--- src/logic/sttx_pkg.sv ---
// Shared constants and types of the serial transmitter mode and clock block
package sttx_pkg;

    // ****************************************************************
    // Register map
    // ****************************************************************
    localparam logic [11:0] ADDR_CTRL = 12'h000;
    localparam logic [11:0] ADDR_STATUS = 12'h004;
    localparam logic [11:0] ADDR_PERIOD = 12'h008;

    // Control fields and reset value
    localparam int CTRL_WIDE_BIT = 0;
    localparam int CTRL_DOUBLE_BIT = 1;
    localparam int CTRL_EXTCLK_BIT = 2;
    localparam logic [2:0] CTRL_RESET = 3'h0;

    // Status fields
    localparam int STAT_READY_BIT = 0;
    localparam int STAT_LOCKED_BIT = 1;
    localparam int STAT_EXTCLK_BIT = 2;

    // ****************************************************************
    // Frame layout
    // ****************************************************************
    localparam int FRAME_MAX = 24;
    localparam logic [4:0] FRAME_LEN_WIDE = 5'h18;
    localparam logic [4:0] FRAME_LEN_NARROW = 5'h14;
    localparam logic [3:0] HDR_DATA = 4'hd;
    localparam logic [3:0] HDR_CTRL = 4'hb;
    localparam logic [3:0] HDR_FILL = 4'hc;
    localparam logic [19:0] FILL_DATA = 20'ha5a5a;

    // ****************************************************************
    // Clock multiplier
    // ****************************************************************
    localparam int PERIOD_W = 16;
    localparam logic [3:0] LOCK_PERIODS = 4'h4;

    typedef enum logic [1:0] {FK_FILL, FK_DATA, FK_CTRL} sttx_frame_kind_t;

endpackage

--- src/logic/sttx_rate_mult.sv ---
// Period-measuring clock multiplier producing evenly spaced tick pulses
`timescale 1ns/10ps
module sttx_rate_mult
    import sttx_pkg::*;
(
    input wire logic pclk,
    input wire logic presetn,
    input wire logic ref_tick,
    input wire logic [5:0] mult,
    output logic out_tick,
    output logic locked,
    output logic [sttx_pkg::PERIOD_W-1:0] period
);
    logic [PERIOD_W-1:0] cnt_q, cnt_d, period_q, period_d;
    logic [PERIOD_W:0] acc_q, acc_d, acc_sum;
    logic [3:0] stable_q, stable_d;
    logic tick_q, tick_d;

    // ****************************************************************
    // Period measure, lock detect and tick spreading
    // ****************************************************************
    always_comb
    begin
        cnt_d = (cnt_q == {PERIOD_W{1'b1}}) ? cnt_q : cnt_q + 16'h0001;
        period_d = period_q;
        stable_d = stable_q;
        acc_sum = acc_q + {11'h000, mult};
        acc_d = acc_sum;
        tick_d = 1'b0;
        if (ref_tick)
        begin
            cnt_d = 16'h0001;
            period_d = cnt_q;
            // Lock once the input period repeats within one cycle LOCK_PERIODS times running
            if ((cnt_q - period_q <= 16'h0001) || (period_q - cnt_q <= 16'h0001))
                stable_d = (stable_q == LOCK_PERIODS) ? stable_q : stable_q + 4'h1;
            else
                stable_d = 4'h0;
            acc_d = '0;
            tick_d = 1'b1; // First tick aligned to the reference edge
        end
        else if (period_q != '0 && acc_sum >= {1'b0, period_q})
        begin
            acc_d = acc_sum - {1'b0, period_q};
            tick_d = 1'b1;
        end
    end

    always_ff @(posedge pclk or negedge presetn)
    begin
        if (!presetn)
        begin
            cnt_q <= '0;
            period_q <= '0;
            acc_q <= '0;
            stable_q <= 4'h0;
            tick_q <= 1'b0;
        end
        else
        begin
            cnt_q <= cnt_d;
            period_q <= period_d;
            acc_q <= acc_d;
            stable_q <= stable_d;
            tick_q <= tick_d;
        end
    end

    assign out_tick = tick_q;
    assign locked = (stable_q == LOCK_PERIODS);
    assign period = period_q;
endmodule

--- src/logic/sttx_frame_shift.sv ---
// Frame shifter: loads a left-aligned frame and sends it MSB first
`timescale 1ns/10ps
module sttx_frame_shift
    import sttx_pkg::*;
(
    input wire logic pclk,
    input wire logic presetn,
    input wire logic bit_tick,
    input wire logic [sttx_pkg::FRAME_MAX-1:0] frame_in,
    input wire logic [4:0] frame_len,
    output logic frame_start,
    output logic first_half,
    output logic serial_out
);
    logic [FRAME_MAX-1:0] shreg_q, shreg_d;
    logic [4:0] cnt_q, cnt_d;
    logic [4:0] len_q, len_d;
    logic out_q, out_d;

    // ****************************************************************
    // Bit counter and shift register
    // ****************************************************************
    assign frame_start = bit_tick && (cnt_q == 5'h00);

    always_comb
    begin
        shreg_d = shreg_q;
        cnt_d = cnt_q;
        len_d = len_q;
        out_d = out_q;
        if (frame_start)
        begin
            out_d = frame_in[FRAME_MAX-1];
            shreg_d = {frame_in[FRAME_MAX-2:0], 1'b0};
            cnt_d = frame_len - 5'h01;
            len_d = frame_len;
        end
        else if (bit_tick)
        begin
            out_d = shreg_q[FRAME_MAX-1];
            shreg_d = {shreg_q[FRAME_MAX-2:0], 1'b0};
            cnt_d = cnt_q - 5'h01;
        end
    end

    always_ff @(posedge pclk or negedge presetn)
    begin
        if (!presetn)
        begin
            shreg_q <= '0;
            cnt_q <= 5'h00;
            len_q <= FRAME_LEN_NARROW;
            out_q <= 1'b0;
        end
        else
        begin
            shreg_q <= shreg_d;
            cnt_q <= cnt_d;
            len_q <= len_d;
            out_q <= out_d;
        end
    end

    // High during the first half of the frame in progress
    assign first_half = (cnt_q != 5'h00) && ({cnt_q, 1'b0} >= {1'b0, len_q});
    assign serial_out = out_q;
endmodule

--- src/logic/sttx_mode_clock.sv ---
// Transmitter mode selection, frame and bit clocking, ready and reset control
//
// Behaviour
// RQ1 - A high word-width select carries 20-bit data per frame, a low one 16-bit data.
// RQ2 - In double-frame mode a half-rate input clock is multiplied up to a full frame rate.
// RQ3 - Outside double-frame mode the source supplies a parallel clock at the frame rate.
// RQ4 - Double-frame mode sends a 40- or 32-bit word as two frames per input clock period.
// RQ5 - The ready-for-payload output is the link enable retimed on the frame clock.
// RQ6 - Reset low puts every internal register into its starting state.
// RQ7 - The controller holds reset low for at least five parallel clock cycles at power-up; the bench releases presetn after two pclk cycles.
// RQ8 - With the external serial clock deselected the bit clock is the locked, multiplied input; the code takes the multiplier ticks whether or not it is locked.
// RQ9 - With the external serial clock selected the parallel clock itself is the bit clock.
// RQ10 - The frame clock output always runs at frame rate, derived from the parallel clock.
// RQ11 - With no valid word or no link enable, fill frames are sent to hold receiver lock.
//
// Local design decisions: the APB slave port and the address map.
`timescale 1ns/10ps
module sttx_mode_clock
    import sttx_pkg::*;
(
    input wire logic pclk,
    input wire logic presetn,
    input wire logic psel,
    input wire logic penable,
    input wire logic pwrite,
    input wire logic [11:0] paddr,
    input wire logic [31:0] pwdata,
    output logic [31:0] prdata,
    output logic pready,
    output logic pslverr,
    input wire logic parallel_clock_in,
    input wire logic link_enable_from_receiver,
    input wire logic control_word_valid,
    input wire logic payload_valid,
    input wire logic [39:0] payload_in,
    output logic serial_data_out,
    output logic frame_clock_out,
    output logic ready_for_payload
);
    // ****************************************************************
    // Declarations
    // ****************************************************************
    logic [2:0] ctrl_q, ctrl_d;
    logic word_width_select;
    logic double_frame_select;
    logic external_serial_clock_select;
    logic par_q, par_d, par_prev_q, par_prev_d;
    logic par_rise;
    logic link_en_q, link_en_d;
    logic ready_q, ready_d;
    logic half_q, half_d;
    logic [39:0] word_q, word_d;
    logic cv_q, cv_d, pv_q, pv_d;
    logic fclk_q, fclk_d;
    logic [5:0] pll_mult;
    logic pll_tick;
    logic pll_locked;
    logic [PERIOD_W-1:0] pll_period;
    logic bit_tick;
    logic frame_start;
    logic first_half;
    logic first_frame;
    logic [39:0] cur_word;
    logic cur_cv, cur_pv;
    logic [19:0] half_data;
    sttx_frame_kind_t kind;
    logic [3:0] hdr;
    logic [19:0] body;
    logic [FRAME_MAX-1:0] frame_word;
    logic [4:0] frame_len;
    logic apb_access;
    logic apb_write;
    logic mapped;
    logic [31:0] rd_mux;

    // ****************************************************************
    // APB register slave
    // ****************************************************************
    // Zero wait states: every access completes in its first access cycle
    assign pready = 1'b1;
    assign apb_access = psel && penable;
    assign apb_write = apb_access && pwrite;
    assign mapped = (paddr == ADDR_CTRL) || (paddr == ADDR_STATUS) || (paddr == ADDR_PERIOD);
    assign pslverr = apb_access && !mapped;

    // Read multiplexer; unmapped addresses read zero
    always_comb
    begin
        rd_mux = 32'h0000_0000;
        if (paddr == ADDR_CTRL)
            rd_mux = {29'h0000_0000, ctrl_q};
        else if (paddr == ADDR_STATUS)
        begin
            rd_mux[STAT_READY_BIT] = ready_q;
            rd_mux[STAT_LOCKED_BIT] = pll_locked;
            rd_mux[STAT_EXTCLK_BIT] = external_serial_clock_select;
        end
        else if (paddr == ADDR_PERIOD)
            rd_mux = {16'h0000, pll_period};
    end

    assign prdata = apb_access ? rd_mux : 32'h0000_0000;

    // Control register next value
    always_comb
    begin
        ctrl_d = ctrl_q;
        if (apb_write && paddr == ADDR_CTRL)
            ctrl_d = pwdata[2:0];
    end

    always_ff @(posedge pclk or negedge presetn)
    begin
        if (!presetn)
            ctrl_q <= CTRL_RESET; // RQ6
        else
            ctrl_q <= ctrl_d;
    end

    assign word_width_select = ctrl_q[CTRL_WIDE_BIT];
    assign double_frame_select = ctrl_q[CTRL_DOUBLE_BIT];
    assign external_serial_clock_select = ctrl_q[CTRL_EXTCLK_BIT];

    // ****************************************************************
    // Input sampling
    // ****************************************************************
    // Parallel clock edge detect and link enable sample
    always_comb
    begin
        par_d = parallel_clock_in;
        par_prev_d = par_q;
        link_en_d = link_enable_from_receiver;
    end

    always_ff @(posedge pclk or negedge presetn)
    begin
        if (!presetn)
        begin
            // Both high so that a pin already high at release is not taken as an edge
            par_q <= 1'b1; // RQ6
            par_prev_q <= 1'b1;
            link_en_q <= 1'b0;
        end
        else
        begin
            par_q <= par_d;
            par_prev_q <= par_prev_d;
            link_en_q <= link_en_d;
        end
    end

    assign par_rise = par_q && !par_prev_q;

    // ****************************************************************
    // Clock generation
    // ****************************************************************
    // Bits per input period: frame length, doubled in double-frame mode
    always_comb
    begin
        frame_len = word_width_select ? FRAME_LEN_WIDE : FRAME_LEN_NARROW; // RQ1
        pll_mult = {1'b0, frame_len};
        if (double_frame_select)
            pll_mult = {frame_len, 1'b0}; // RQ2
    end

    // Multiplier locked to the parallel input clock
    sttx_rate_mult u_pll
    (
        .pclk(pclk),
        .presetn(presetn),
        .ref_tick(par_rise),
        .mult(pll_mult),
        .out_tick(pll_tick),
        .locked(pll_locked),
        .period(pll_period)
    );

    // Bit clock source: multiplied input or the input edge itself
    assign bit_tick = external_serial_clock_select ? par_rise : pll_tick; // RQ8 RQ9

    // ****************************************************************
    // Frame shifter
    // ****************************************************************
    sttx_frame_shift u_shift
    (
        .pclk(pclk),
        .presetn(presetn),
        .bit_tick(bit_tick),
        .frame_in(frame_word),
        .frame_len(frame_len),
        .frame_start(frame_start),
        .first_half(first_half),
        .serial_out(serial_data_out)
    );

    // ****************************************************************
    // Word capture and half select
    // ****************************************************************
    // A fresh word is taken for the first frame of each input period
    assign first_frame = !double_frame_select || !half_q; // RQ4
    assign cur_word = first_frame ? payload_in : word_q;
    assign cur_cv = first_frame ? control_word_valid : cv_q;
    assign cur_pv = first_frame ? payload_valid : pv_q;

    always_comb
    begin
        word_d = word_q;
        cv_d = cv_q;
        pv_d = pv_q;
        half_d = half_q;
        if (frame_start)
        begin
            if (first_frame)
            begin
                word_d = payload_in;
                cv_d = control_word_valid;
                pv_d = payload_valid;
            end
            half_d = double_frame_select && first_frame; // RQ4
        end
        else if (par_rise && !external_serial_clock_select)
            half_d = 1'b0; // Realign to the input clock edge
    end

    always_ff @(posedge pclk or negedge presetn)
    begin
        if (!presetn)
        begin
            word_q <= '0; // RQ6
            cv_q <= 1'b0;
            pv_q <= 1'b0;
            half_q <= 1'b0;
        end
        else
        begin
            word_q <= word_d;
            cv_q <= cv_d;
            pv_q <= pv_d;
            half_q <= half_d;
        end
    end

    // ****************************************************************
    // Frame composition
    // ****************************************************************
    // Pick this frame's half of the user word at the selected width
    always_comb
    begin
        half_data = cur_word[19:0];
        if (word_width_select && !first_frame)
            half_data = cur_word[39:20];
        else if (!word_width_select)
            half_data = {4'h0, first_frame ? cur_word[15:0] : cur_word[31:16]}; // RQ1
    end

    // Frame kind: control wins over data; fill otherwise
    always_comb
    begin
        kind = FK_FILL;
        if (link_en_q && cur_cv)
            kind = FK_CTRL;
        else if (link_en_q && cur_pv)
            kind = FK_DATA;
    end

    always_comb
    begin
        unique case (kind)
            FK_CTRL:
            begin
                hdr = HDR_CTRL;
                body = half_data;
            end
            FK_DATA:
            begin
                hdr = HDR_DATA;
                body = half_data;
            end
            default:
            begin
                hdr = HDR_FILL; // RQ11
                body = FILL_DATA;
            end
        endcase
        frame_word = {hdr, body};
        if (!word_width_select)
            frame_word = {hdr, body[15:0], 4'h0}; // RQ1
    end

    // ****************************************************************
    // Frame clock and ready output
    // ****************************************************************
    // Frame clock high in the first half of each frame; ready retimed per frame
    always_comb
    begin
        fclk_d = first_half || frame_start; // RQ10
        ready_d = ready_q;
        if (frame_start)
            ready_d = link_en_q; // RQ5
    end

    always_ff @(posedge pclk or negedge presetn)
    begin
        if (!presetn)
        begin
            fclk_q <= 1'b0; // RQ6
            ready_q <= 1'b0;
        end
        else
        begin
            fclk_q <= fclk_d;
            ready_q <= ready_d;
        end
    end

    assign frame_clock_out = fclk_q;
    assign ready_for_payload = ready_q;
endmodule

--- config.mk ---
export PLATFORM = sky130hd
export DESIGN_NAME = sttx_mode_clock
export DESIGN_NICKNAME = d
export VERILOG_FILES = /design/src/logic/sttx_pkg.sv /design/src/logic/sttx_rate_mult.sv /design/src/logic/sttx_frame_shift.sv /design/src/logic/sttx_mode_clock.sv
export SDC_FILE = /design/constraint.sdc
export NUM_CORES = 1
export LEC_CHECK = 0
export ABC_AREA = 1
export BUFFER_PORTS_ARGS = -buffer_cell sky130_fd_sc_hd__buf_2
export CORE_ASPECT_RATIO = 2
export CORE_MARGIN = 2
export CORE_UTILIZATION = 50
export CTS_CLUSTER_SIZE = 25
export DETAILED_ROUTE_END_ITERATION = 8
export PLACE_DENSITY_LB_ADDON = 0.2
export SLEW_MARGIN = 10
export SYNTH_ARGS = -nofsm -noshare
export SYNTH_HDL_FRONTEND = slang
export SYNTH_HIERARCHICAL = 1
export SYNTH_SLANG_ARGS = --single-unit
export TNS_END_PERCENT = 1
--- constraint.sdc ---
create_clock -name pclk -period 5.2 [get_ports pclk]
set_input_delay 0.78 -clock pclk [delete_from_list [all_inputs] [get_ports pclk]]
set_output_delay 0.78 -clock pclk [all_outputs]
set_load 0.01 [all_outputs]
# After elaboration in Yosys (flattened, before gate mapping)
# Index checks and enable logic that the tools add are counted.
# op_classes
add_sub_neg	8
mul	0
div_mod_pow	0
order_cmp	4
eq_ne	8
shift	0
mux	35
bitwise	0
reduce_logical	32
# ops
operator	n
$mux W20	4
$mux W16	4
$mux W32	2
$mux W24	2
$mux W40	1
$mux W17	2
$le A16 B1 Y1 const B	2
$sub A16 B16 Y16	2
$mux W29	1
$add A17 B6 Y17	1
$ge A17 B16 Y1	1
$sub A17 B16 Y17	1
$add A16 B1 Y16 const B	1
$eq A16 B16 Y1 const B	1
$reduce_bool A16 Y1	1
$logic_and A1 B1 Y1	13
$eq A12 B3 Y1 const B	1
$eq A12 B4 Y1 const B	1
$logic_not A12 Y1	1
$mux W4	3
$mux W1	10
$mux W5	2
$sub A5 B1 Y5 const B	2
$ge A6 B5 Y1	1
16 further kinds	27
# totals
ff_bits	140
latchBits	0
ram_bits	0
romBits	0
input_bits	93
output_inout_bits	37
elab_cells	106
memories	0

# Longest topological paths before layout
# Gate-level depths: netlist (run 1).
# logic_depth
word_depth	11
ltp_mapped	27
mapped_depth_nobuf	23

# Modules after synthesis
# The synthesis (run 1) kept the hierarchy.
# modules_own_cells
module	n_inst	cells_each	area_per_inst_um2	seq_area_each_um2
sttx_rate_mult	1	931	5831.8	1351.3
sttx_mode_clock	1	408	2591.2	878.3
sttx_frame_shift	1	210	1736.7	853.3

# Least setup slack after synthesis (run 1)
# No wires, ideal clock.
# synth_path
kind	reg-to-reg
from	reg ctrl_q[0]
to	reg u_pll.acc_q[11]
setup_ns	0.129
arrival_time_ns	3.839
t_required_ns	5.071
setup_slack_ns	1.231
stages_incl_launch_ff	27
n_path_buf	5
period_less_slack_ns	3.969
cell_sequence	dfrtp_1 -> buf_2 -> inv_2 -> buf_4 -> buf_2 -> ha_1 -> ha_1 -> a21oi_1 -> nand2_1 -> nand2_1 -> a31oi_1 -> nand3_1 -> nor2_1 -> xor2_1 -> ha_1 -> a21oi_1 -> o21ai_0 -> a21oi_1 -> nand2_2 -> nand2_2 -> nand3_2 -> nand2_2 -> buf_6 -> buf_12 -> nand2_4 -> nand2_2 -> nor2_2
# synth_via
elab_chain_len	7
word_cells_on_any_way	8
cone_classes	2 x add/sub; 1 x order compare; 4 x mux; 1 x reduce/logical
# synth_rtl
element	line_no	source
start, declared	sttx_mode_clock.sv:43	logic [2:0] ctrl_q, ctrl_d;
start signal, assigned	sttx_mode_clock.sv:117	ctrl_q <= ctrl_d;
$mux W4 (*)	sttx_mode_clock.sv:160	frame_len = word_width_select ? FRAME_LEN_WIDE : FRAME_LEN_NARROW;
via frame_len[2]	sttx_mode_clock.sv:70	logic [4:0] frame_len;
$mux W6 (*)	sttx_mode_clock.sv:162	if (double_frame_select)
via pll_mult[3]	sttx_mode_clock.sv:55	logic [5:0] pll_mult;
$add A17 B6 Y17 (*)	sttx_rate_mult.sv:27	acc_sum = acc_q + {11'h000, mult};
$ge A17 B16 Y1	sttx_rate_mult.sv:42	else if (period_q != '0 && acc_sum >= {1'b0, period_q})
$logic_and A1 B1 Y1	sttx_rate_mult.sv:42	
$mux W17 (*)	sttx_rate_mult.sv:42	
$mux W17 (*)	sttx_rate_mult.sv:30	if (ref_tick)
via u_pll.acc_d[11]	sttx_rate_mult.sv:15	logic [PERIOD_W:0] acc_q, acc_d, acc_sum;
end signal, assigned	sttx_rate_mult.sv:55	acc_q <= '0;
end signal, assigned	sttx_rate_mult.sv:63	acc_q <= acc_d;
end, declared	sttx_rate_mult.sv:15	
# Mark *: on every way through the listed nets, which the timed path passes. The rest lies on a longest branch.
# A chain may end at the register's enable or synchronous reset.

# Worst setup path in the final report (run 1)
# layout_path
from	reg ctrl_q[1]
to	reg u_pll.acc_q[0]
# layout_via
elab_chain_len	6
word_cells_on_any_way	7
cone_classes	2 x add/sub; 1 x order compare; 3 x mux; 1 x reduce/logical
# layout_rtl
element	line_no
$mux W6	sttx_mode_clock.sv:162
via pll_mult[3]	sttx_mode_clock.sv:55
$add A17 B6 Y17	sttx_rate_mult.sv:27
$ge A17 B16 Y1	sttx_rate_mult.sv:42
$logic_and A1 B1 Y1	sttx_rate_mult.sv:42
$mux W17	sttx_rate_mult.sv:42
$mux W17	sttx_rate_mult.sv:30
via u_pll.acc_d[0]	sttx_rate_mult.sv:15
# The timed path passes the listed nets, and every way through them passes these cells.

==> results of run 1 <==
==> power by group through the flow <==
stage	Clock [mW]	Combinational, mW	Sequential, mW
after global routing	1.28	4.36	1.57
after detailed placement	0	3.75	1.54
after CTS	1.24	3.79	1.53
after global placement	0	3.71	1.53
final	1.22	3.80	1.53
after floorplan	0	3.00	1.49
==> how the worst min path moves through the flow <==
stage / from / end / slack, ns / cells after the start
floorplan: par_prev_d / par_prev_q / 0.35 / 0
global placement: par_prev_d / par_prev_q / 0.36 / 0
detailed placement: par_prev_d / par_prev_q / 0.36 / 0
CTS: par_prev_d / par_prev_q / 0.37 / 0
global route: par_prev_d / par_prev_q / 0.38 / 0
finish: presetn / word_q[36] / 0.36 / 1
==> sequential cells by signal, summed over array words and instances, names as in the netlist, 3 cells and up <==
signal,count
word_q,24
u_shift/shreg_q,23
u_pll/acc_q,17
u_pll/cnt_q,16
u_pll/period,16
u_shift/cnt_q,5
u_shift/len_q,5
u_pll/stable_q,4
ctrl_q,3
==> metrics by stage <==
step	power, mW	worst slack, ns
2_1_floorplan	4.49	1.23
3_3_place_gp	5.24	0.890
3_5_place_dp	5.29	0.804
4_1_cts	6.55	0.765
5_1_grt	7.20	0.283
6_report	6.55	0.756
==> final cells by class <==
type	count	area, um2	share of cell area, %
clock inverter	12	146	1.30
clock buffer	20	447	3.97
timing repair buffer	92	485	4.31
inverter	234	878	7.81
tap	262	328	2.91
multi-input combinational	1152	5880	52.3
sequential	123	3080	27.4
==> Yosys cell counts (all sizes together) (6+ instances only) <==
library cell  count
nand2           507
inv             233
nor2            155
o21ai           121
dfrtp           119
nand3            87
a21oi            67
ha               62
buf              48
nand4            18
xor2             18
a31oi            16
clkbuf           15
nor3             13
xnor2            12
nor4             11
or2               8
o211ai            6
==> critical path, stage by stage (launching register included) <==
cell and delay [ns]:
sky130_fd_sc_hd__dfrtp_1 0.44, sky130_fd_sc_hd__inv_1 0.13, sky130_fd_sc_hd__ha_1 0.30, sky130_fd_sc_hd__ha_1 0.35, sky130_fd_sc_hd__a21oi_1 0.11, sky130_fd_sc_hd__nand2_1 0.09
sky130_fd_sc_hd__nand2_1 0.08, sky130_fd_sc_hd__a31oi_1 0.29, sky130_fd_sc_hd__nand3_1 0.20, sky130_fd_sc_hd__nor2_1 0.16, sky130_fd_sc_hd__xor2_1 0.26, sky130_fd_sc_hd__ha_1 0.32
sky130_fd_sc_hd__a21oi_1 0.16, sky130_fd_sc_hd__o21ai_0 0.09, sky130_fd_sc_hd__a21oi_1 0.20, sky130_fd_sc_hd__nand2_2 0.08, sky130_fd_sc_hd__nand2_2 0.07, sky130_fd_sc_hd__nand3_2 0.07
sky130_fd_sc_hd__nand2_2 0.42, sky130_fd_sc_hd__inv_2 0.27, sky130_fd_sc_hd__nand2_1 0.12, sky130_fd_sc_hd__nand2_1 0.05, sky130_fd_sc_hd__nor2_1 0.10
==> logic make-up after synthesis <==
group,after synthesis,synth area share (%)
AND/OR/NAND/NOR,807,33.6
adder cells (fa/ha/maj),66,8.42
other,2,0.0739
buffers and inverters,297,12.6
AO/OA/AOI/OAI,223,12.3
flip-flops,123,30.3
XOR/XNOR,30,2.59
multiplexers,1,0.0985
==> per-layer routing <==
metal | routed length (um) | vias up | global-route usage (%) | part of all wire, %
li1 | - | 4975 | - | -
met1 | 10800 | 4457 | 27.9 | 37
met2 | 15300 | 288 | 53.1 | 52
met3 | 1020 | 105 | 3.52 | 3.5
met4 | 2340 | 0 | 21.1 | 7.9
met5 | 0 | - | 0 | 0
==> impl_results.rst, run 1 <==
.. list-table::
   :header-rows: 1

   * - Metric
     - Value
   * - Via Count
     - 9825
   * - Peak clock frequency supported by timing
     - 225 MHz
   * - Share of the synthesized area in the top cell type
     - 29.3%
   * - Reported max-cap violation count
     - 0
   * - Switching power summed over all nets
     - 3.14 mW
   * - Overall track demand over capacity in global routing
     - between 20 and 30%
   * - Number of diodes added for antenna fixing
     - 0
   * - Final hold viol count
     - 0
   * - Skew-Pair Late Insertion Delay
     - approximately 0.43 ns
   * - Max IR drop VDD
     - between 0.3 and 0.4 mV
   * - TritonCTS clock tree
     - yes
   * - Synth area leaders
     - sky130_fd_sc_hd__dfrtp_1 29%, sky130_fd_sc_hd__nand2_1 18%, sky130_fd_sc_hd__inv_1 8.3%, sky130_fd_sc_hd__ha_1 7.6%, sky130_fd_sc_hd__nor2_1 5.3%
   * - Cell count after placement
     - 1863
   * - Number of fill cells
     - 2064
   * - Count of final max-slew check failures
     - 0
   * - Detailed Place HPWL
     - 22.9 mm
   * - First-iteration detailed-routing DRC count
     - 529
   * - Synth unique cells
     - 50
   * - CTS H-tree depth
     - 4
   * - Total negative setup slack
     - 0 ns
   * - CTS clock-pin slew for the worst setup and hold paths
     - 0.06 ns
   * - Yosys synthesis warning count
     - 6
   * - Relative slew slack
     - 47.8%
   * - Crit path from
     - ctrl_q[1]
   * - Maximum net fanout on the critical path
     - 20
   * - Leading area contributor after synthesis
     - sky130_fd_sc_hd__dfrtp_1
   * - Starting utilization of the core area
     - between 50% and 60%
   * - Launching element type of the critical path
     - register
   * - Routed wire length per instance
     - approximately 16 um
   * - Reg-to-reg critical path startpoint
     - ctrl_q[1]
   * - Total non-filler cell area in the finished layout
     - between 0.01 and 0.015 mm2
   * - Count of final setup violators
     - 0
   * - Overall overflow remaining after global route
     - 0
   * - Post-DR vias/cell
     - about 5.2
   * - First-pass GRT wire length
     - 47.4 mm
   * - Final critical-path share of the clock period
     - 85.5%
   * - Length in cells of the worst reg-to-reg path
     - 22
   * - Area overhead of the layout relative to synthesis
     - 10.8%
   * - Floorplan core area
     - ~0.02 mm2
   * - Power Dens Cells
     - 582 mW/mm2
   * - Mapped Area
     - just over 0.01 mm2
   * - Leak
     - about 6.0 nW
   * - DRT Wirelength
     - 29.5 mm
   * - Proportion of layout cells with a drive suffix above 1
     - between 10 and 15%
   * - Detailed-router iteration count before antenna repair
     - 5
   * - Cell count after synthesis
     - 1549
   * - Run status
     - completed
   * - Buffers inserted by post-CTS timing repair
     - 0
   * - Number of resized instances in the post-cts repair step
     - 0
   * - Final instance count without filler cells
     - 1895
   * - Average cell area after synthesis
     - 6.56 um2
   * - Routability congestion estimate from global placement
     - 0.923
   * - Classification of the worst-slack hold path
     - primary input to async pin
   * - Shortest period the worst path allows
     - roughly 4.4 ns
   * - Commonest non-fill, non-tap cell in the layout
     - sky130_fd_sc_hd__nand2_1
   * - Power share of the combinational group
     - 58.0%
   * - Die height
     - 206 um
   * - Boundary pin count
     - 130
   * - Number of buffers created by CTS
     - 17
   * - Vias in the first global route
     - 9625
   * - Deepest clock path buffer count
     - 2
   * - Unrepaired setup endpoints after global routing
     - false
   * - Post-detailed-placement cell area
     - 0.0107 mm2
   * - Number of synthesized flops with an enable pin
     - 0
   * - Final routed DRC violation total
     - 0
   * - Reg-to-reg slack, setup
     - 0.76 ns
   * - Required time worst endpoint
     - 5.56 ns
   * - Synthesis-stage register bit count
     - 123
   * - Width of the chip
     - 105 um
   * - Antenna violations before repair
     - 0
   * - Final Net Count
     - 1779
   * - Buffer type at the clock tree root
     - sky130_fd_sc_hd__clkbuf_16
   * - Worst Clk Skew
     - 0.00786 ns
   * - Number of clock sinks
     - roughly 120
   * - Main flop type after synthesis
     - sky130_fd_sc_hd__dfrtp_1
   * - Final core utilization
     - a little under three fifths
   * - Portion of total power attributed to sequential cells
     - 23.3%
   * - Sequential area share after synthesis
     - 30.3%
   * - Hold buffer count at CTS
     - 0
   * - Most frequent cells in the layout
     - 494 x sky130_fd_sc_hd__nand2_1, 224 x sky130_fd_sc_hd__inv_1, 143 x sky130_fd_sc_hd__nor2_1
   * - Endpoint of the worst register-to-register path
     - u_pll/acc_q[0]
   * - Int Power
     - 3.42 mW
   * - Worst Hold Slack
     - approximately 0.36 ns
   * - Pin slew with the least headroom to its limit
     - about 0.78 ns
   * - Share of flip-flops with an asynchronous set or reset after synthesis
     - 100%
   * - Count of input and output buffers
     - 83
   * - Die area
     - 0.0215 mm2
   * - Arrival time at the worst endpoint
     - 4.80 ns
   * - Worst setup EP type
     - register
   * - Fraction of power consumed by the clock network
     - 18.6%
   * - End point of the critical path
     - u_pll/acc_q[0]
   * - Number of nets still failing antenna checks after routing
     - 0
   * - Type of the worst setup path
     - register to register
   * - # rows
     - 73
   * - Switching fraction of total power
     - 47.9%
   * - Pin count of the biggest net entering global routing
     - 52
Note: power is estimated with default switching activity, not from simulation.
==> inputs of run 2 (changes only) <==
--- a/config.mk
+++ b/config.mk
@@ -12,6 +12,7 @@
 export CORE_UTILIZATION = 50
 export CTS_CLUSTER_SIZE = 25
 export DETAILED_ROUTE_END_ITERATION = 8
+export GPL_TIMING_DRIVEN = 0
 export PLACE_DENSITY_LB_ADDON = 0.2
 export SLEW_MARGIN = 10
 export SYNTH_ARGS = -nofsm -noshare
==> constraint.sdc (replaced) <==
create_clock -name pclk -period 3.6 [get_ports pclk]
set_input_delay 0.54 -clock pclk [delete_from_list [all_inputs] [get_ports pclk]]
set_output_delay 0.54 -clock pclk [all_outputs]
set_load 0.01 [all_outputs]
==> run 2 against run 1 <==
Compared with the run above:
- the run now ends with negative setup slack left
- combinational power increased by 66%
- flip-flop and latch count unchanged
- utilization is 4.6 points higher
- register-to-register slack got worse by 0.84 ns
- clock power increased by 33%
- clock skew down 0.00091 ns
- critical path depth increased by 1
- total power up 56%
- final area rose by 8.1%
- critical endpoint is now u_pll/acc_q[8]
- highest routed layer unchanged
==> impl_results.rst, run 2 (synthesis results as in run 1) <==
.. list-table::
   :header-rows: 1

   * - Metric
     - Value
   * - Antenna violations before repair
     - 0
   * - Reported max-cap violation count
     - 0
   * - Detailed Place HPWL
     - 24.9 mm
   * - Endpoint of the worst register-to-register path
     - u_pll/acc_q[8]
   * - Final Net Count
     - 1851
   * - Count of final setup violators
     - 14
   * - Overall track demand over capacity in global routing
     - 30.4%
   * - Unrepaired setup endpoints after global routing
     - true
   * - Leak
     - 6.42 nW
   * - Most frequent cells in the layout
     - 483 x sky130_fd_sc_hd__nand2_1, 221 x sky130_fd_sc_hd__inv_1, 137 x sky130_fd_sc_hd__nor2_1
   * - Boundary pin count
     - 130
   * - # rows
     - 73
   * - Sequential standard cell area
     - around 0.003 mm2
   * - Number of fill cells
     - 2012
   * - Arrival time at the worst endpoint
     - 3.95 ns
   * - Crit path from
     - ctrl_q[0]
   * - Failing checks
     - negative setup slack
   * - First-pass GRT wire length
     - 50.7 mm
   * - Final hold viol count
     - 0
   * - Power Dens Cells
     - 838 mW/mm2
   * - Post-DR vias/cell
     - 5.23
   * - Worst setup EP type
     - register
   * - TritonCTS clock tree
     - yes
   * - CTS H-tree depth
     - 4
   * - Number of nets still failing antenna checks after routing
     - 0
   * - Pin count of the biggest net entering global routing
     - between 80 and 90
   * - Die height
     - approximately 200 um
   * - Worst Clk Skew
     - approximately 0.0069 ns
   * - Number of clock sinks
     - between 100 and 150
   * - Most flop-heavy register
     - word_q
   * - Via Count
     - 10300
   * - Number of buffers created by CTS
     - 17
   * - Total area of multi-input combinational cells
     - 0.00628 mm2
   * - Deepest clock path buffer count
     - 2
   * - Vias in the first global route
     - 10300
   * - Die area
     - 0.0215 mm2
   * - Pin slew with the least headroom to its limit
     - 0.793 ns
   * - Run status
     - complete, but fails checks
   * - Reg-to-reg slack, setup
     - -0.08 ns
   * - Skew-Pair Late Insertion Delay
     - 0.43 ns
   * - Relative slew slack
     - 47.1%
   * - CTS clock-pin slew for the worst setup and hold paths
     - 0.06 ns
   * - Total negative setup slack
     - -0.612 ns
   * - Width of the chip
     - 105 um
   * - Number of diodes added for antenna fixing
     - 0
   * - Final critical-path share of the clock period
     - 102%
   * - Max FFs per register
     - 24
   * - Count of final max-slew check failures
     - 0
   * - Buffer type at the clock tree root
     - sky130_fd_sc_hd__clkbuf_16
   * - DRT Wirelength
     - 31.7 mm
   * - Final worst-path setup slack
     - -0.0798 ns
   * - Pre-CTS WS
     - -0.738 ns
   * - Routed wire length per instance
     - between 15 and 20 um
   * - Routability congestion estimate from global placement
     - slightly above 1
   * - Area overhead of the layout relative to synthesis
     - 19.7%
   * - Final routed DRC violation total
     - 0
   * - Max IR drop VDD
     - roughly 0.48 mV
   * - Overall overflow remaining after global route
     - 0
   * - Floorplan core area
     - roughly 0.020 mm2
   * - Maximum net fanout on the critical path
     - 7
   * - Shortest period the worst path allows
     - 3.68 ns
   * - Commonest non-fill, non-tap cell in the layout
     - sky130_fd_sc_hd__nand2_1
   * - Hold buffer count at CTS
     - 0
   * - Required time worst endpoint
     - 3.87 ns
   * - Biggest regs
     - word_q: 24 flops, u_shift/shreg_q: 23 flops, u_pll/acc_q: 17 flops
   * - Detailed-router iteration count before antenna repair
     - 5
   * - Reg-to-reg critical path startpoint
     - ctrl_q[0]
   * - Length in cells of the worst reg-to-reg path
     - 23
   * - Type of the worst setup path
     - register to register
   * - Peak clock frequency supported by timing
     - between 200 and 300 MHz
   * - Count of input and output buffers
     - 83
   * - First-iteration detailed-routing DRC count
     - between 500 and 600
   * - Launching element type of the critical path
     - register
   * - Proportion of layout cells with a drive suffix above 1
     - about 18%
   * - Classification of the worst-slack hold path
     - primary input to async pin
   * - Starting utilization of the core area
     - between 50% and 60%
## run 2: cell count changes in the layout (fill, tap and decap cells not counted), sizes merged
cell and delta:
clkinv +1, buf +55, clkbuf +20, clkinvlp -2, bufinv -2
## run 2: critical path: stages (launching register included)
cell,delay [ns]
sky130_fd_sc_hd__dfrtp_2,0.49
sky130_fd_sc_hd__inv_16,0.05
sky130_fd_sc_hd__ha_4,0.27
sky130_fd_sc_hd__ha_4,0.21
sky130_fd_sc_hd__a21oi_4,0.13
sky130_fd_sc_hd__nand2_2,0.09
sky130_fd_sc_hd__buf_4,0.14
sky130_fd_sc_hd__nand2_1,0.06
sky130_fd_sc_hd__nand2_2,0.08
sky130_fd_sc_hd__xnor2_1,0.23
sky130_fd_sc_hd__inv_1,0.08
sky130_fd_sc_hd__ha_1,0.35
sky130_fd_sc_hd__a21oi_1,0.23
sky130_fd_sc_hd__o21ai_1,0.13
sky130_fd_sc_hd__a21oi_2,0.18
sky130_fd_sc_hd__nand2_2,0.08
sky130_fd_sc_hd__nand2_2,0.08
sky130_fd_sc_hd__nand3_2,0.11
sky130_fd_sc_hd__nand2_4,0.11
sky130_fd_sc_hd__buf_8,0.15
sky130_fd_sc_hd__buf_6,0.11
sky130_fd_sc_hd__nand2_1,0.04
sky130_fd_sc_hd__nand2_1,0.06
sky130_fd_sc_hd__nor2_1,0.05
## run 2: worst max-delay path by stage
stage,cells past startpoint,slack [ns],end
after floorplan,26,-0.005,u_pll/acc_q[11]
after global placement,26,-0.73,u_pll/acc_q[11]
after detailed placement,26,-0.74,u_pll/acc_q[11]
after CTS,25,0.002,u_pll/acc_q[8]
after global routing,24,-0.22,u_pll/acc_q[2]
final,23,-0.08,u_pll/acc_q[8]
## run 2: area by class of cell
| class | instances | area share (%) |
|---|---|---|
| Sequential cell | 123 | 25.4 |
| Timing Repair Buffer | 103 | 5.10 |
| Buffer | 60 | 3.23 |
| Inverter | 234 | 7.38 |
| Tap cell | 262 | 2.70 |
| Timing Repair inverter | 1 | 0.0720 |
| Clock inverter | 8 | 0.556 |
| Multi-Input combinational cell | 1152 | 51.6 |
| Clock buffer | 24 | 3.96 |
## run 2: through the flow
stage | hold WS (ns) | total power, mW | utilization [%] | cell area, um2 | instances
after detailed placement | 0.360 | 7.87 | 55.8 | 11100 | 1918
after CTS | 0.0121 | 9.86 | 60.2 | 12000 | 1959
after global placement | 0.361 | 7.76 | 55.6 | 11100 | 1917
after global routing | 0.0350 | 11.1 | 61.1 | 12200 | 1967
final | 0.0112 | 10.2 | 61.1 | 12200 | 1967
after floorplan | 0.244 | 6.53 | - | 10300 | 1572
## run 2: power breakdown
group	total, mW	internal, mW	switching [mW]
sequential	2.25	1.90	0.350
combinational	6.32	2.44	3.88
clock	1.62	0.994	0.624
## run 2: repair_timing
| item | CTS | global route |
|---|---|---|
| cloned | 1 | 1 |
| resized for setup | 46 | 26 |
| setup endpoints to repair | 18 | 18 |
| pin swaps | 14 | 22 |
| buffers inserted | 11 | 8 |
| endpoints found under the hold margin | 0 | 0 |
## run 2: per-layer routing
layer	vias up	part of all wire, %	track usage [%]
li1	5128	-	-
met1	4704	35	29.2
met2	343	54	58.5
met3	119	3.8	3.80
met4	0	7.5	21.8
met5	-	0	0
==> inputs of run 3 (changes only) <==
--- a/config.mk
+++ b/config.mk
@@ -14,6 +14,7 @@
 export DETAILED_ROUTE_END_ITERATION = 8
 export GPL_TIMING_DRIVEN = 0
 export PLACE_DENSITY_LB_ADDON = 0.2
+export RECOVER_POWER = 25
 export SLEW_MARGIN = 10
 export SYNTH_ARGS = -nofsm -noshare
 export SYNTH_HDL_FRONTEND = slang
==> run 3 against run 2 <==
Compared with the run above:
- the run ends with max-capacitance violations, max-slew violations, negative setup slack left
- clock power about the same
- largest cell class unchanged
- critical endpoint unchanged
- flip-flop and latch count unchanged
- die area unchanged
==> impl_results.rst, run 3 (synthesis results as in run 1) <==
.. list-table::
   :header-rows: 1

   * - Metric
     - Value
   * - Max IR drop VDD
     - 0.478 mV
   * - Biggest regs
     - word_q: 24 flops, u_shift/shreg_q: 23 flops, u_pll/acc_q: 17 flops
   * - Antenna violations before repair
     - 0
   * - Area overhead of the layout relative to synthesis
     - 19.4%
   * - Type of the worst setup path
     - register to register
   * - Final instance count without filler cells
     - between 1500 and 2000
   * - Count of final setup violators
     - 12
   * - First-pass GRT wire length
     - 50.7 mm
   * - Worst Path Buf+Inv
     - 5
   * - Failing checks
     - max-capacitance violations, max-slew violations, negative setup slack
   * - Relative slew slack
     - -38.3%
   * - Highest-delay cell along the critical path
     - sky130_fd_sc_hd__dfrtp_2
   * - Deepest clock path buffer count
     - 2
   * - Die height
     - 206 um
   * - Post-DR vias/cell
     - about 5.2
   * - PnR Total Power
     - about 10 mW
   * - Most used cell, CP
     - sky130_fd_sc_hd__nand2_2
   * - Buffer type at the clock tree root
     - sky130_fd_sc_hd__clkbuf_16
   * - Number of fill cells
     - 2016
   * - Launching element type of the critical path
     - register
   * - Commonest non-fill, non-tap cell in the layout
     - sky130_fd_sc_hd__nand2_1
   * - Run status
     - complete, but fails checks
   * - Count of input and output buffers
     - 83
   * - Final routed DRC violation total
     - 0
   * - Required time worst endpoint
     - 3.87 ns
   * - Classification of the worst-slack hold path
     - primary input to register
   * - Number of buffers created by CTS
     - 17
   * - Final hold viol count
     - 0
   * - Largest stage delay on the critical path
     - 0.49 ns
   * - Overall overflow remaining after global route
     - 0
   * - Maximum net fanout on the critical path
     - 7
   * - Unrepaired setup endpoints after global routing
     - true
   * - First-iteration detailed-routing DRC count
     - 510
   * - Pin count of the biggest net entering global routing
     - 87
   * - Total non-filler cell area in the finished layout
     - 0.0121 mm2
   * - CTS H-tree depth
     - 4
   * - Number of clock sinks
     - 123
   * - Boundary pin count
     - 130
   * - Peak clock frequency supported by timing
     - roughly 270 MHz
   * - TritonCTS clock tree
     - yes
   * - Number of diodes added for antenna fixing
     - 0
   * - Starting utilization of the core area
     - 51.0%
   * - Routability congestion estimate from global placement
     - approximately 1.0
   * - Reported max-cap violation count
     - 1
   * - Die area
     - 0.0215 mm2
   * - Arrival time at the worst endpoint
     - 3.94 ns
   * - Skew-Pair Late Insertion Delay
     - 0.44 ns
   * - Cell count after placement
     - 1918
   * - Reg-to-reg slack, setup
     - -0.07 ns
   * - Proportion of layout cells with a drive suffix above 1
     - 17.9%
   * - Width of the chip
     - 105 um
   * - CTS clock-pin slew for the worst setup and hold paths
     - 0.06 ns
   * - Hold buffer count at CTS
     - 0
   * - Total negative setup slack
     - -0.489 ns
   * - Power Dens Cells
     - roughly 840 mW/mm2
   * - Cell chain of the critical path
     - inv_16, ha_4, ha_4, a21oi_4, nand2_2, buf_4, nand2_1, nand2_2, xnor2_1, inv_1, ha_1, a21oi_1, o21ai_1, a21oi_2, nand2_2, nand2_2, nand3_2, nand2_4, buf_8, buf_6, nand2_1, nand2_1, nor2_1
   * - Worst setup EP type
     - register
   * - Worst path top cell family by delay
     - adder cells
   * - Number of nets still failing antenna checks after routing
     - 0
   * - Pin slew with the least headroom to its limit
     - 2.07 ns
   * - Via Count
     - 10300
   * - Post-detailed-placement cell area
     - 0.0111 mm2
   * - Vias in the first global route
     - 10300
   * - Detailed Place HPWL
     - 24.9 mm
   * - Most frequent cells in the layout
     - 483 x sky130_fd_sc_hd__nand2_1, 221 x sky130_fd_sc_hd__inv_1, 137 x sky130_fd_sc_hd__nor2_1
   * - Worst Clk Skew
     - 0.00861 ns
   * - Final core utilization
     - just over 60%
   * - Count of final max-slew check failures
     - 39
   * - Shortest period the worst path allows
     - 3.67 ns
   * - Most flop-heavy register
     - word_q
   * - Overall track demand over capacity in global routing
     - 30.4%
   * - Routed wire length per instance
     - 16.1 um
   * - DRT Wirelength
     - 31.7 mm
   * - Max FFs per register
     - 24
   * - Leak
     - 6.41 nW
   * - Final Net Count
     - 1851
   * - Floorplan core area
     - ~0.020 mm2
   * - # rows
     - 73
   * - Final worst-path setup slack
     - -0.0713 ns
   * - Detailed-router iteration count before antenna repair
     - 7
   * - Final critical-path share of the clock period
     - 102%
-- run 3: cell type report --
type                       instances  area, um2  area share [%]
clock inverter                     8       67.6           0.557
sequential                       123       3090            25.4
tap                              262        328            2.70
clock buffer                      24        482            3.97
timing repair inverter             1       8.76          0.0722
inverter                         234        897            7.39
multi-input combinational       1152       6280            51.7
buffer                            60        393            3.24
timing repair buffer             103        593            4.89
-- run 3: what timing repair did --
action / CTS / global route
cloned: 1 / 1
endpoints found under the hold margin: 0 / 0
pin swaps: 14 / 22
endpoints found under the setup margin: 18 / 18
setup buffers: 11 / 8
gates resized for setup: 46 / 26
-- run 3: worst register-to-register path: cells and delay by family, from the launching register on --
kind	cells	cell delay [ns]
AOI/OAI and AO/OA	4	0.67
xor gates and xnor gates	1	0.23
adders and majority gates	3	0.82
buffers and inverters	5	0.53
DFF	1	0.49
and+or+nand+nor	10	0.76
-- run 3: final timing paths --
| path | cells past startpoint | to | start |
|---|---|---|---|
| min in group asynchronous | 1 | word_q[38] | presetn |
| max | 23 | u_pll/acc_q[8] | ctrl_q[0] |
| max in group asynchronous | 2 | u_shift/shreg_q[17] | presetn |
| max reg2reg | 23 | u_pll/acc_q[8] | ctrl_q[0] |
| min reg2reg | 0 | par_prev_q | par_prev_d |
| min | 1 | par_prev_d | parallel_clock_in |
-- run 3: report_power, final --
part	internal [mW]	switching, mW
Sequential	1.90	0.351
Clock	0.994	0.624
Combinational	2.43	3.88
Total	5.33	4.86
-- run 3: through the flow --
step	hold WS (ns)	setup WS, ns
3_3_place_gp	0.361	-0.728
5_1_grt	0.190	-0.218
2_1_floorplan	0.244	-0.00461
6_report	0.202	-0.0713
4_1_cts	0.0121	0.00168
3_5_place_dp	0.360	-0.738
-- run 3: layer usage --
layer	share of wire, %	up-vias	global-route usage, %
li1	-	5130	-
met1	35	4721	29.2
met2	54	335	58.5
met3	3.9	123	3.80
met4	7.5	0	21.8
met5	0	-	0
